$ cat config.mk
export PLATFORM = sky130hd
export DESIGN_NAME = utam_top
export DESIGN_NICKNAME = d
export VERILOG_FILES = /design/src/common/utam_pkg.sv /design/src/common/utam_uart_if.sv /design/src/core/utam_top.sv /design/src/core/utam_uart.sv
export SDC_FILE = /design/constraint.sdc
export NUM_CORES = 1
export LEC_CHECK = 0
export BUFFER_PORTS_ARGS = -buffer_cell sky130_fd_sc_hd__clkbuf_2
export CORE_MARGIN = 2
export CORE_UTILIZATION = 46
export CTS_CLUSTER_DIAMETER = 80
export DETAILED_ROUTE_END_ITERATION = 16
export PLACE_DENSITY = 0.64
export SYNTH_ARGS = -nofsm -noshare
export SYNTH_HDL_FRONTEND = slang
export SYNTH_SLANG_ARGS = --single-unit
$ cat constraint.sdc
create_clock -name clk_i -period 4.4 [get_ports clk_i]
set_clock_uncertainty 0.1 [all_clocks]
set_input_delay 0 -clock clk_i [delete_from_list [all_inputs] [get_ports clk_i]]
set_output_delay 0 -clock clk_i [all_outputs]
set_load 0.02 [all_outputs]
$ cat src/common/utam_pkg.sv
// Constants, encodings and state type shared by the serial-to-memory tester.
// Assumes a single 25 MHz clock and an AXI slave with 64-bit data.
// Operation
// - Serial link runs 8N1 at a fixed 115200 baud.
// - Single command issues one AXI beat of eight bytes.
// - Single write takes address then 64-bit word and writes it.
// - Single read takes address, reads one word, returns it serially.
// - Burst command runs sixteen AXI bursts of sixteen beats, 2048 bytes.
// - Burst write stores initial word, then increments by one each 8-byte step.
// - Burst read fetches 2048 consecutive bytes and returns all of them.
package utam_pkg;
    localparam int          UTAM_CLK_HZ    = 25000000;
    localparam int          UTAM_BAUD      = 115200;
    localparam logic [7:0]  UTAM_BIT_CYC   = 8'(UTAM_CLK_HZ / UTAM_BAUD);
    localparam logic [7:0]  UTAM_HALF_CYC  = 8'(UTAM_CLK_HZ / UTAM_BAUD / 2);
    localparam logic [3:0]  UTAM_STOP_IDX  = 4'h9;
    localparam logic [3:0]  UTAM_DATA_IDX  = 4'h8;
    localparam logic [9:0]  UTAM_TX_IDLE   = 10'h3ff;

    // Opcode byte: bit 0 selects write, bit 1 selects burst, other bits zero.
    localparam int          UTAM_OP_WR_BIT = 0;
    localparam int          UTAM_OP_BU_BIT = 1;
    localparam logic [5:0]  UTAM_OP_ZERO   = 6'h00;
    localparam logic [7:0]  UTAM_ACK_BYTE  = 8'h06;
    localparam logic [7:0]  UTAM_NAK_BYTE  = 8'h15;

    localparam logic [3:0]  UTAM_ADDR_LAST = 4'h3;
    localparam logic [3:0]  UTAM_DATA_LAST = 4'h7;
    localparam logic [3:0]  UTAM_BEAT_BURST = 4'hf;
    localparam logic [3:0]  UTAM_BEAT_SINGLE = 4'h0;
    localparam logic [3:0]  UTAM_BURST_LAST = 4'hf;
    localparam logic [31:0] UTAM_BURST_BYTES = 32'h0000_0080;
    localparam logic [63:0] UTAM_DATA_STEP = 64'h0000_0000_0000_0001;
    localparam logic [2:0]  UTAM_AXI_SIZE8 = 3'h3;
    localparam logic [1:0]  UTAM_AXI_INCR  = 2'h1;
    localparam logic [1:0]  UTAM_AXI_OKAY  = 2'h0;
    localparam logic [7:0]  UTAM_AXI_STRB  = 8'hff;

    typedef enum logic [3:0] {
        UTAM_IDLE, UTAM_ADDR, UTAM_DATA, UTAM_AW, UTAM_W, UTAM_B,
        UTAM_ACK, UTAM_AR, UTAM_R, UTAM_TX
    } utam_state_e;
endpackage

$ cat src/common/utam_uart_if.sv
// Byte stream between the serial engine and the command core.
// Assumes both ends share one clock.
`timescale 1ns/100ps
`default_nettype none
interface utam_uart_if;
    logic       rx_valid;
    logic [7:0] rx_data;
    logic       tx_valid;
    logic       tx_ready;
    logic [7:0] tx_data;
    modport serial (output rx_valid, output rx_data, input tx_valid, output tx_ready, input tx_data);
    modport core   (input rx_valid, input rx_data, output tx_valid, input tx_ready, output tx_data);
endinterface
`default_nettype wire

$ cat src/core/utam_top.sv
// Command core: decodes serial commands and runs them as AXI transactions.
// Assumes an AXI slave with 64-bit data that honours INCR bursts and rready back-pressure.
`timescale 1ns/100ps
`default_nettype none
module utam_top (
    input  wire logic        clk_i,
    input  wire logic        rst_n_i,
    input  wire logic        uart_rx_i,
    output logic             uart_tx_o,
    output logic [31:0]      m_axi_awaddr_o,
    output logic [7:0]       m_axi_awlen_o,
    output logic [2:0]       m_axi_awsize_o,
    output logic [1:0]       m_axi_awburst_o,
    output logic             m_axi_awvalid_o,
    input  wire logic        m_axi_awready_i,
    output logic [63:0]      m_axi_wdata_o,
    output logic [7:0]       m_axi_wstrb_o,
    output logic             m_axi_wlast_o,
    output logic             m_axi_wvalid_o,
    input  wire logic        m_axi_wready_i,
    input  wire logic [1:0]  m_axi_bresp_i,
    input  wire logic        m_axi_bvalid_i,
    output logic             m_axi_bready_o,
    output logic [31:0]      m_axi_araddr_o,
    output logic [7:0]       m_axi_arlen_o,
    output logic [2:0]       m_axi_arsize_o,
    output logic [1:0]       m_axi_arburst_o,
    output logic             m_axi_arvalid_o,
    input  wire logic        m_axi_arready_i,
    input  wire logic [63:0] m_axi_rdata_i,
    input  wire logic [1:0]  m_axi_rresp_i,
    input  wire logic        m_axi_rlast_i,
    input  wire logic        m_axi_rvalid_i,
    output logic             m_axi_rready_o
);
    typedef struct packed {
        utam_pkg::utam_state_e st;
        logic                  opw;
        logic                  opb;
        logic                  err;
        logic                  lastb;
        logic [31:0]           addr;
        logic [63:0]           data;
        logic [63:0]           sh;
        logic [3:0]            cnt;
        logic [3:0]            beat;
        logic [3:0]            nburst;
    } utam_core_s;

    localparam utam_core_s RST = '{st: utam_pkg::UTAM_IDLE, default: '0};

    utam_core_s q, d;
    logic [3:0] last_beat;
    logic       last_burst;
    utam_uart_if uif ();

    utam_uart u_uart (
        .clk_i   (clk_i),
        .rst_n_i (rst_n_i),
        .rx_i    (uart_rx_i),
        .tx_o    (uart_tx_o),
        .bus     (uif.serial)
    );

    // Single commands move one beat, burst commands sixteen per burst.
    assign last_beat  = q.opb ? utam_pkg::UTAM_BEAT_BURST : utam_pkg::UTAM_BEAT_SINGLE;
    assign last_burst = !q.opb || (q.nburst == utam_pkg::UTAM_BURST_LAST);

    // ----------------------------------------------------------------
    // Command sequencer
    // ----------------------------------------------------------------
    always_comb begin
        d = q;
        case (q.st)
            utam_pkg::UTAM_IDLE: begin
                // Opcodes with stray high bits are ignored so a desynchronised host cannot start a burst.
                if (uif.rx_valid && uif.rx_data[7:2] == utam_pkg::UTAM_OP_ZERO) begin
                    d.opw = uif.rx_data[utam_pkg::UTAM_OP_WR_BIT];
                    d.opb = uif.rx_data[utam_pkg::UTAM_OP_BU_BIT];
                    d.cnt = 4'h0;
                    d.err = 1'b0;
                    d.st  = utam_pkg::UTAM_ADDR;
                end
            end
            utam_pkg::UTAM_ADDR: begin
                if (uif.rx_valid) begin
                    d.addr = {q.addr[23:0], uif.rx_data};
                    d.cnt  = q.cnt + 4'h1;
                    if (q.cnt == utam_pkg::UTAM_ADDR_LAST) begin
                        d.cnt    = 4'h0;
                        d.nburst = 4'h0;
                        d.st     = q.opw ? utam_pkg::UTAM_DATA : utam_pkg::UTAM_AR;
                    end
                end
            end
            utam_pkg::UTAM_DATA: begin
                if (uif.rx_valid) begin
                    d.data = {q.data[55:0], uif.rx_data};
                    d.cnt  = q.cnt + 4'h1;
                    if (q.cnt == utam_pkg::UTAM_DATA_LAST) begin
                        d.st = utam_pkg::UTAM_AW;
                    end
                end
            end
            utam_pkg::UTAM_AW: begin
                if (m_axi_awready_i) begin
                    d.beat = 4'h0;
                    d.st   = utam_pkg::UTAM_W;
                end
            end
            utam_pkg::UTAM_W: begin
                if (m_axi_wready_i) begin
                    // Pattern continues across bursts, giving 256 consecutive values.
                    d.data = q.data + utam_pkg::UTAM_DATA_STEP;
                    d.beat = q.beat + 4'h1;
                    if (q.beat == last_beat) begin
                        d.st = utam_pkg::UTAM_B;
                    end
                end
            end
            utam_pkg::UTAM_B: begin
                if (m_axi_bvalid_i) begin
                    d.err = q.err || (m_axi_bresp_i != utam_pkg::UTAM_AXI_OKAY);
                    if (last_burst) begin
                        d.st = utam_pkg::UTAM_ACK;
                    end else begin
                        d.nburst = q.nburst + 4'h1;
                        d.addr   = q.addr + utam_pkg::UTAM_BURST_BYTES;
                        d.st     = utam_pkg::UTAM_AW;
                    end
                end
            end
            utam_pkg::UTAM_ACK: begin
                if (uif.tx_ready) begin
                    d.st = utam_pkg::UTAM_IDLE;
                end
            end
            utam_pkg::UTAM_AR: begin
                if (m_axi_arready_i) begin
                    d.beat = 4'h0;
                    d.st   = utam_pkg::UTAM_R;
                end
            end
            utam_pkg::UTAM_R: begin
                // Only one beat is held; rready stays low while it drains over the slow link.
                if (m_axi_rvalid_i) begin
                    d.sh    = m_axi_rdata_i;
                    d.lastb = (q.beat == last_beat);
                    d.beat  = q.beat + 4'h1;
                    d.cnt   = 4'h0;
                    d.st    = utam_pkg::UTAM_TX;
                end
            end
            utam_pkg::UTAM_TX: begin
                if (uif.tx_ready) begin
                    d.sh  = {q.sh[55:0], 8'h00};
                    d.cnt = q.cnt + 4'h1;
                    if (q.cnt == utam_pkg::UTAM_DATA_LAST) begin
                        if (!q.lastb) begin
                            d.st = utam_pkg::UTAM_R;
                        end else if (last_burst) begin
                            d.st = utam_pkg::UTAM_IDLE;
                        end else begin
                            d.nburst = q.nburst + 4'h1;
                            d.addr   = q.addr + utam_pkg::UTAM_BURST_BYTES;
                            d.st     = utam_pkg::UTAM_AR;
                        end
                    end
                end
            end
            default: begin
                d.st = utam_pkg::UTAM_IDLE;
            end
        endcase
    end

    always_ff @(posedge clk_i or negedge rst_n_i) begin
        if (!rst_n_i) begin
            q <= RST;
        end else begin
            q <= d;
        end
    end

    // ----------------------------------------------------------------
    // Outputs
    // ----------------------------------------------------------------
    assign uif.tx_valid    = (q.st == utam_pkg::UTAM_ACK) || (q.st == utam_pkg::UTAM_TX);
    assign uif.tx_data     = (q.st == utam_pkg::UTAM_TX) ? q.sh[63:56] :
                             (q.err ? utam_pkg::UTAM_NAK_BYTE : utam_pkg::UTAM_ACK_BYTE);

    assign m_axi_awaddr_o  = q.addr;
    assign m_axi_awlen_o   = {4'h0, last_beat};
    assign m_axi_awsize_o  = utam_pkg::UTAM_AXI_SIZE8;
    assign m_axi_awburst_o = utam_pkg::UTAM_AXI_INCR;
    assign m_axi_awvalid_o = (q.st == utam_pkg::UTAM_AW);
    assign m_axi_wdata_o   = q.data;
    assign m_axi_wstrb_o   = utam_pkg::UTAM_AXI_STRB;
    assign m_axi_wlast_o   = (q.st == utam_pkg::UTAM_W) && (q.beat == last_beat);
    assign m_axi_wvalid_o  = (q.st == utam_pkg::UTAM_W);
    assign m_axi_bready_o  = (q.st == utam_pkg::UTAM_B);
    assign m_axi_araddr_o  = q.addr;
    assign m_axi_arlen_o   = {4'h0, last_beat};
    assign m_axi_arsize_o  = utam_pkg::UTAM_AXI_SIZE8;
    assign m_axi_arburst_o = utam_pkg::UTAM_AXI_INCR;
    assign m_axi_arvalid_o = (q.st == utam_pkg::UTAM_AR);
    assign m_axi_rready_o  = (q.st == utam_pkg::UTAM_R);
endmodule // utam_top
`default_nettype wire

$ cat src/core/utam_uart.sv
// Serial receiver and transmitter, 8 data bits, no parity, one stop bit.
// Assumes rx_i is asynchronous to clk_i; the core drains received bytes at once.
`timescale 1ns/100ps
`default_nettype none
module utam_uart (
    input  wire logic  clk_i,
    input  wire logic  rst_n_i,
    input  wire logic  rx_i,
    output logic       tx_o,
    utam_uart_if.serial bus
);
    typedef struct packed {
        logic       s1;
        logic       s2;
        logic       rx_busy;
        logic [7:0] rx_div;
        logic [3:0] rx_bit;
        logic [7:0] rx_sh;
        logic       rx_v;
        logic [7:0] rx_byte;
        logic       tx_busy;
        logic [7:0] tx_div;
        logic [3:0] tx_bit;
        logic [9:0] tx_sh;
    } utam_uart_s;

    localparam utam_uart_s RST = '{s1: 1'b1, s2: 1'b1, tx_sh: utam_pkg::UTAM_TX_IDLE, default: '0};

    utam_uart_s q, d;

    // ----------------------------------------------------------------
    // Bit timing
    // ----------------------------------------------------------------
    always_comb begin
        d      = q;
        d.s1   = rx_i;
        d.s2   = q.s1;
        d.rx_v = 1'b0;
        // Receiver samples mid-bit; a start bit that is gone at its middle is a glitch.
        if (!q.rx_busy) begin
            if (!q.s2) begin
                d.rx_busy = 1'b1;
                d.rx_div  = utam_pkg::UTAM_HALF_CYC - 8'h01;
                d.rx_bit  = 4'h0;
            end
        end else if (q.rx_div != 8'h00) begin
            d.rx_div = q.rx_div - 8'h01;
        end else begin
            d.rx_div = utam_pkg::UTAM_BIT_CYC - 8'h01;
            if (q.rx_bit == 4'h0) begin
                if (q.s2) begin
                    d.rx_busy = 1'b0;
                end else begin
                    d.rx_bit = 4'h1;
                end
            end else if (q.rx_bit <= utam_pkg::UTAM_DATA_IDX) begin
                d.rx_sh  = {q.s2, q.rx_sh[7:1]};
                d.rx_bit = q.rx_bit + 4'h1;
            end else begin
                d.rx_busy = 1'b0;
                // A byte with a broken stop bit is dropped.
                if (q.s2) begin
                    d.rx_v    = 1'b1;
                    d.rx_byte = q.rx_sh;
                end
            end
        end
        // Transmitter shifts start, data LSB first, stop.
        if (!q.tx_busy) begin
            if (bus.tx_valid) begin
                d.tx_busy = 1'b1;
                d.tx_sh   = {1'b1, bus.tx_data, 1'b0};
                d.tx_div  = utam_pkg::UTAM_BIT_CYC - 8'h01;
                d.tx_bit  = 4'h0;
            end
        end else if (q.tx_div != 8'h00) begin
            d.tx_div = q.tx_div - 8'h01;
        end else begin
            d.tx_div = utam_pkg::UTAM_BIT_CYC - 8'h01;
            d.tx_sh  = {1'b1, q.tx_sh[9:1]};
            if (q.tx_bit == utam_pkg::UTAM_STOP_IDX) begin
                d.tx_busy = 1'b0;
            end else begin
                d.tx_bit = q.tx_bit + 4'h1;
            end
        end
    end

    always_ff @(posedge clk_i or negedge rst_n_i) begin
        if (!rst_n_i) begin
            q <= RST;
        end else begin
            q <= d;
        end
    end

    assign tx_o         = q.tx_sh[0];
    assign bus.rx_valid = q.rx_v;
    assign bus.rx_data  = q.rx_byte;
    assign bus.tx_ready = !q.tx_busy;
endmodule // utam_uart
`default_nettype wire

==> impl_results.md <==
- CTS root buffer: clkbuf_16
- WS Path Type: reg2reg
- Max VDD drop: between 0.0003 and 0.0004 V
- Synth cell types: 84
- Worst setup SP type: flop
- Post-route ant nets: 0
- Required @ worst endpoint: 4.73 ns
- Synth warn: 0
- Final Hold Fails: 0
- Synth Cell Area: 14200 µm²
- Slew @ Worst Pin: 0.999 ns
- Final Max Tran Viols: 0
- Post-CTS Setup Inserts: 0
- Most common cell after layout, fill and taps aside: nand2_1
- Synth Flop Type: dfrtp_1
- Worst hold path type: in2async
- Row Count: 64
- Tcrit/Tclk final: between 70% and 80%
- I/O Pins: 246
- Pwr Density: about 620 nW/µm²
- CP bufs+invs: 1
- Via count: ~13000
- CTS Buffer Depth: 3
- Y dimension of the die: 179 µm
- DRC: 0
- Core area: roughly 30000 µm²
- Final Util: between 50% and 60%
- Dpl hpwl: 24400 µm
- H-Tree Depth: 1
- CP cell instances: nor2b_1 -> nand2_1 -> clkinv_2 -> a211o_1 -> a2111o_1 -> a221o_1
- Port Buf Inserts: about 220
- Final setup vio count: 0
- Nets: ~1900
- Async S/R FF share, synth: between 90% and 100%
- Pin count of the biggest net entering global routing: approximately 120
- Drt pass-1 iters: 5
- Gr usage total: 22.4%
- Worst path slowest cell: dfrtp_1
- Status: finished clean
- Starting Density: about 47%
- Mean area per synthesized cell: roughly 8.5 µm²
- Most frequent cells in the layout: nand2_1, dfrtp_1, clkbuf_2
- Number of synthesized flops with an enable pin: 0
- Total grt overflow: 0
- CTS Buf Count: 28
- Share of cells above drive strength 1: about a fifth
- Sequential area share after synthesis: a little over two fifths
- Worst-Skew Late Latency: about 0.54 ns
- RSZ-0062 raised after global routing: no
- Max_slew headroom: 33.4%
- CTS Hold Bufs: between 70 and 80
- Via count of the first global-routing pass: 12021
- Resized cells post-CTS: 0
- Max-cap violations: 0
- Fin crit period: between 3 and 4 ns
- First-pass GRT wire length: 61800 µm
- Worst path max stage delay: just under 0.8 ns
- P_leak: a little over 7 nW
- Arrival time at the worst endpoint: 3.62 ns
- Area grow syn2layout: 13.3%
- Clock sink count: ~240
- Die span in x: ~180 µm
- CTS clk-pin slew, worst paths: around 0.060 ns
- Placer congestion estimate: between 0.8 and 0.9
- Setup TNS: 0 ns
- Post-Route WL: about 37000 µm
- Via density per instance: about 5.7
- Gate Count Post-Synth: about 1700
- CTS tree: done
- Crit path max-delay family: compound AO/OA/AOI/OAI gates
- Seq cells post-synth: approximately 240
- Number of DRC markers in iteration 0: a little over 1000
- Peak fanout along the critical path: 42
- Die area: roughly 32000 µm²
- Antenna violations before repair: 1
- CP endpoint kind: flop
- Routed WL per cell: between 15 and 20 µm
- F_max: 304 MHz
cells in the mapped netlist (16+ instances only):
| library cell | instances | area share [%] |
|---|---|---|
| a2bb2oi_1 | 18 | 1.1 |
| a22o_1 | 16 | 0.99 |
| nand2_1 | 241 | 6.4 |
| clkbuf_1 | 61 | 1.6 |
| o22ai_1 | 34 | 1.5 |
| and3_1 | 25 | 1.1 |
| nand4_1 | 27 | 1.2 |
| mux2_2 | 31 | 2.5 |
| o21ai_0 | 91 | 3.2 |
| buf_2 | 24 | 0.85 |
| a21oi_1 | 126 | 4.5 |
| nand3_1 | 61 | 2.2 |
| inv_1 | 30 | 0.80 |
| nor3_1 | 31 | 1.1 |
| a31oi_1 | 71 | 3.1 |
| buf_4 | 163 | 8.6 |
| nor2_1 | 150 | 4.0 |
| dfrtp_1 | 223 | 39 |
where the power goes:
part / switching, mW / internal (mW)
clock network: 0.938 / 1.38
registers: 1.09 / 2.99
logic: 2.12 / 1.41
final timing paths:
check,start,endpoint,slack (ns),cells after the start
max in group asynchronous,rst_n_i,u_uart.q[9],3.10,3
min reg2reg,u_uart.d[53],u_uart.q[53],0.25,0
min,rst_n_i,m_axi_araddr_o[31],0.002,2
max,q[179],q[177],1.11,6
max reg2reg,q[179],q[177],1.11,6
min in group clk_i,m_axi_arready_i,q[5],0.11,4
logic make-up after synthesis:
group | count (synthesis) | synth area share [%]
buf+inv | 293 | 12.3
other cells | 2 | 0.0531
simple gates | 648 | 22.4
compound gates | 446 | 19.8
xor+xnor | 1 | 0.0619
mux | 34 | 2.68
flops | 235 | 41.7
fa+ha+maj | 12 | 1.06
layout make-up:
cell class | count | area (µm²)
fillers | 2847 | 14400
multi-input cells | 1167 | 6630
flip-flops and latches | 235 | 5900
clock buffers | 36 | 792
inverters | 32 | 121
diodes | 2 | 5.00
repair buffers | 306 | 1960
clock inverters | 16 | 135
well taps | 396 | 495
sequential cells by signal, summed over array words and instances, names as in the netlist:
signal / count
q: 84
u_uart.tx_o: 1
u_uart.d: 1
u_uart.bus.rx_data: 8
m_axi_wdata_o: 64
u_uart.q: 44
m_axi_araddr_o: 32
u_uart.bus.rx_valid: 1
worst reg2reg max path, stage by stage, from the launching register on:
cell	delay, ns
dfrtp_1	0.78
nor2b_1	0.33
nand2_1	0.19
clkinv_2	0.47
a211o_1	0.43
a2111o_1	0.52
a221o_1	0.38
stage by stage:
stage / hold slack [ns] / setup WS (ns) / cell area [µm²] / power [mW] / std cells
floorplan: -0.396 / 2.03 / 14200 / 6.99 / 1695
global placement: -0.00703 / 1.16 / 14400 / 7.45 / 2064
detailed placement: -0.00619 / 1.11 / 14400 / 7.54 / 2064
CTS: 0.0610 / 1.10 / 16000 / 9.95 / 2188
global route: 0.0980 / 0.808 / 16000 / 10.6 / 2188
finish: 0.00229 / 1.11 / 16000 / 9.92 / 2190
per-layer routing:
metal	part of all wire [%]	up-vias	global-route usage (%)
met5	0	-	0
met2	47	425	37.1
li1	-	6013	-
met4	2.0	0	4.85
met1	45	6092	31.3
met3	5.9	50	3.40
Note: power is estimated with default switching activity, not from simulation.
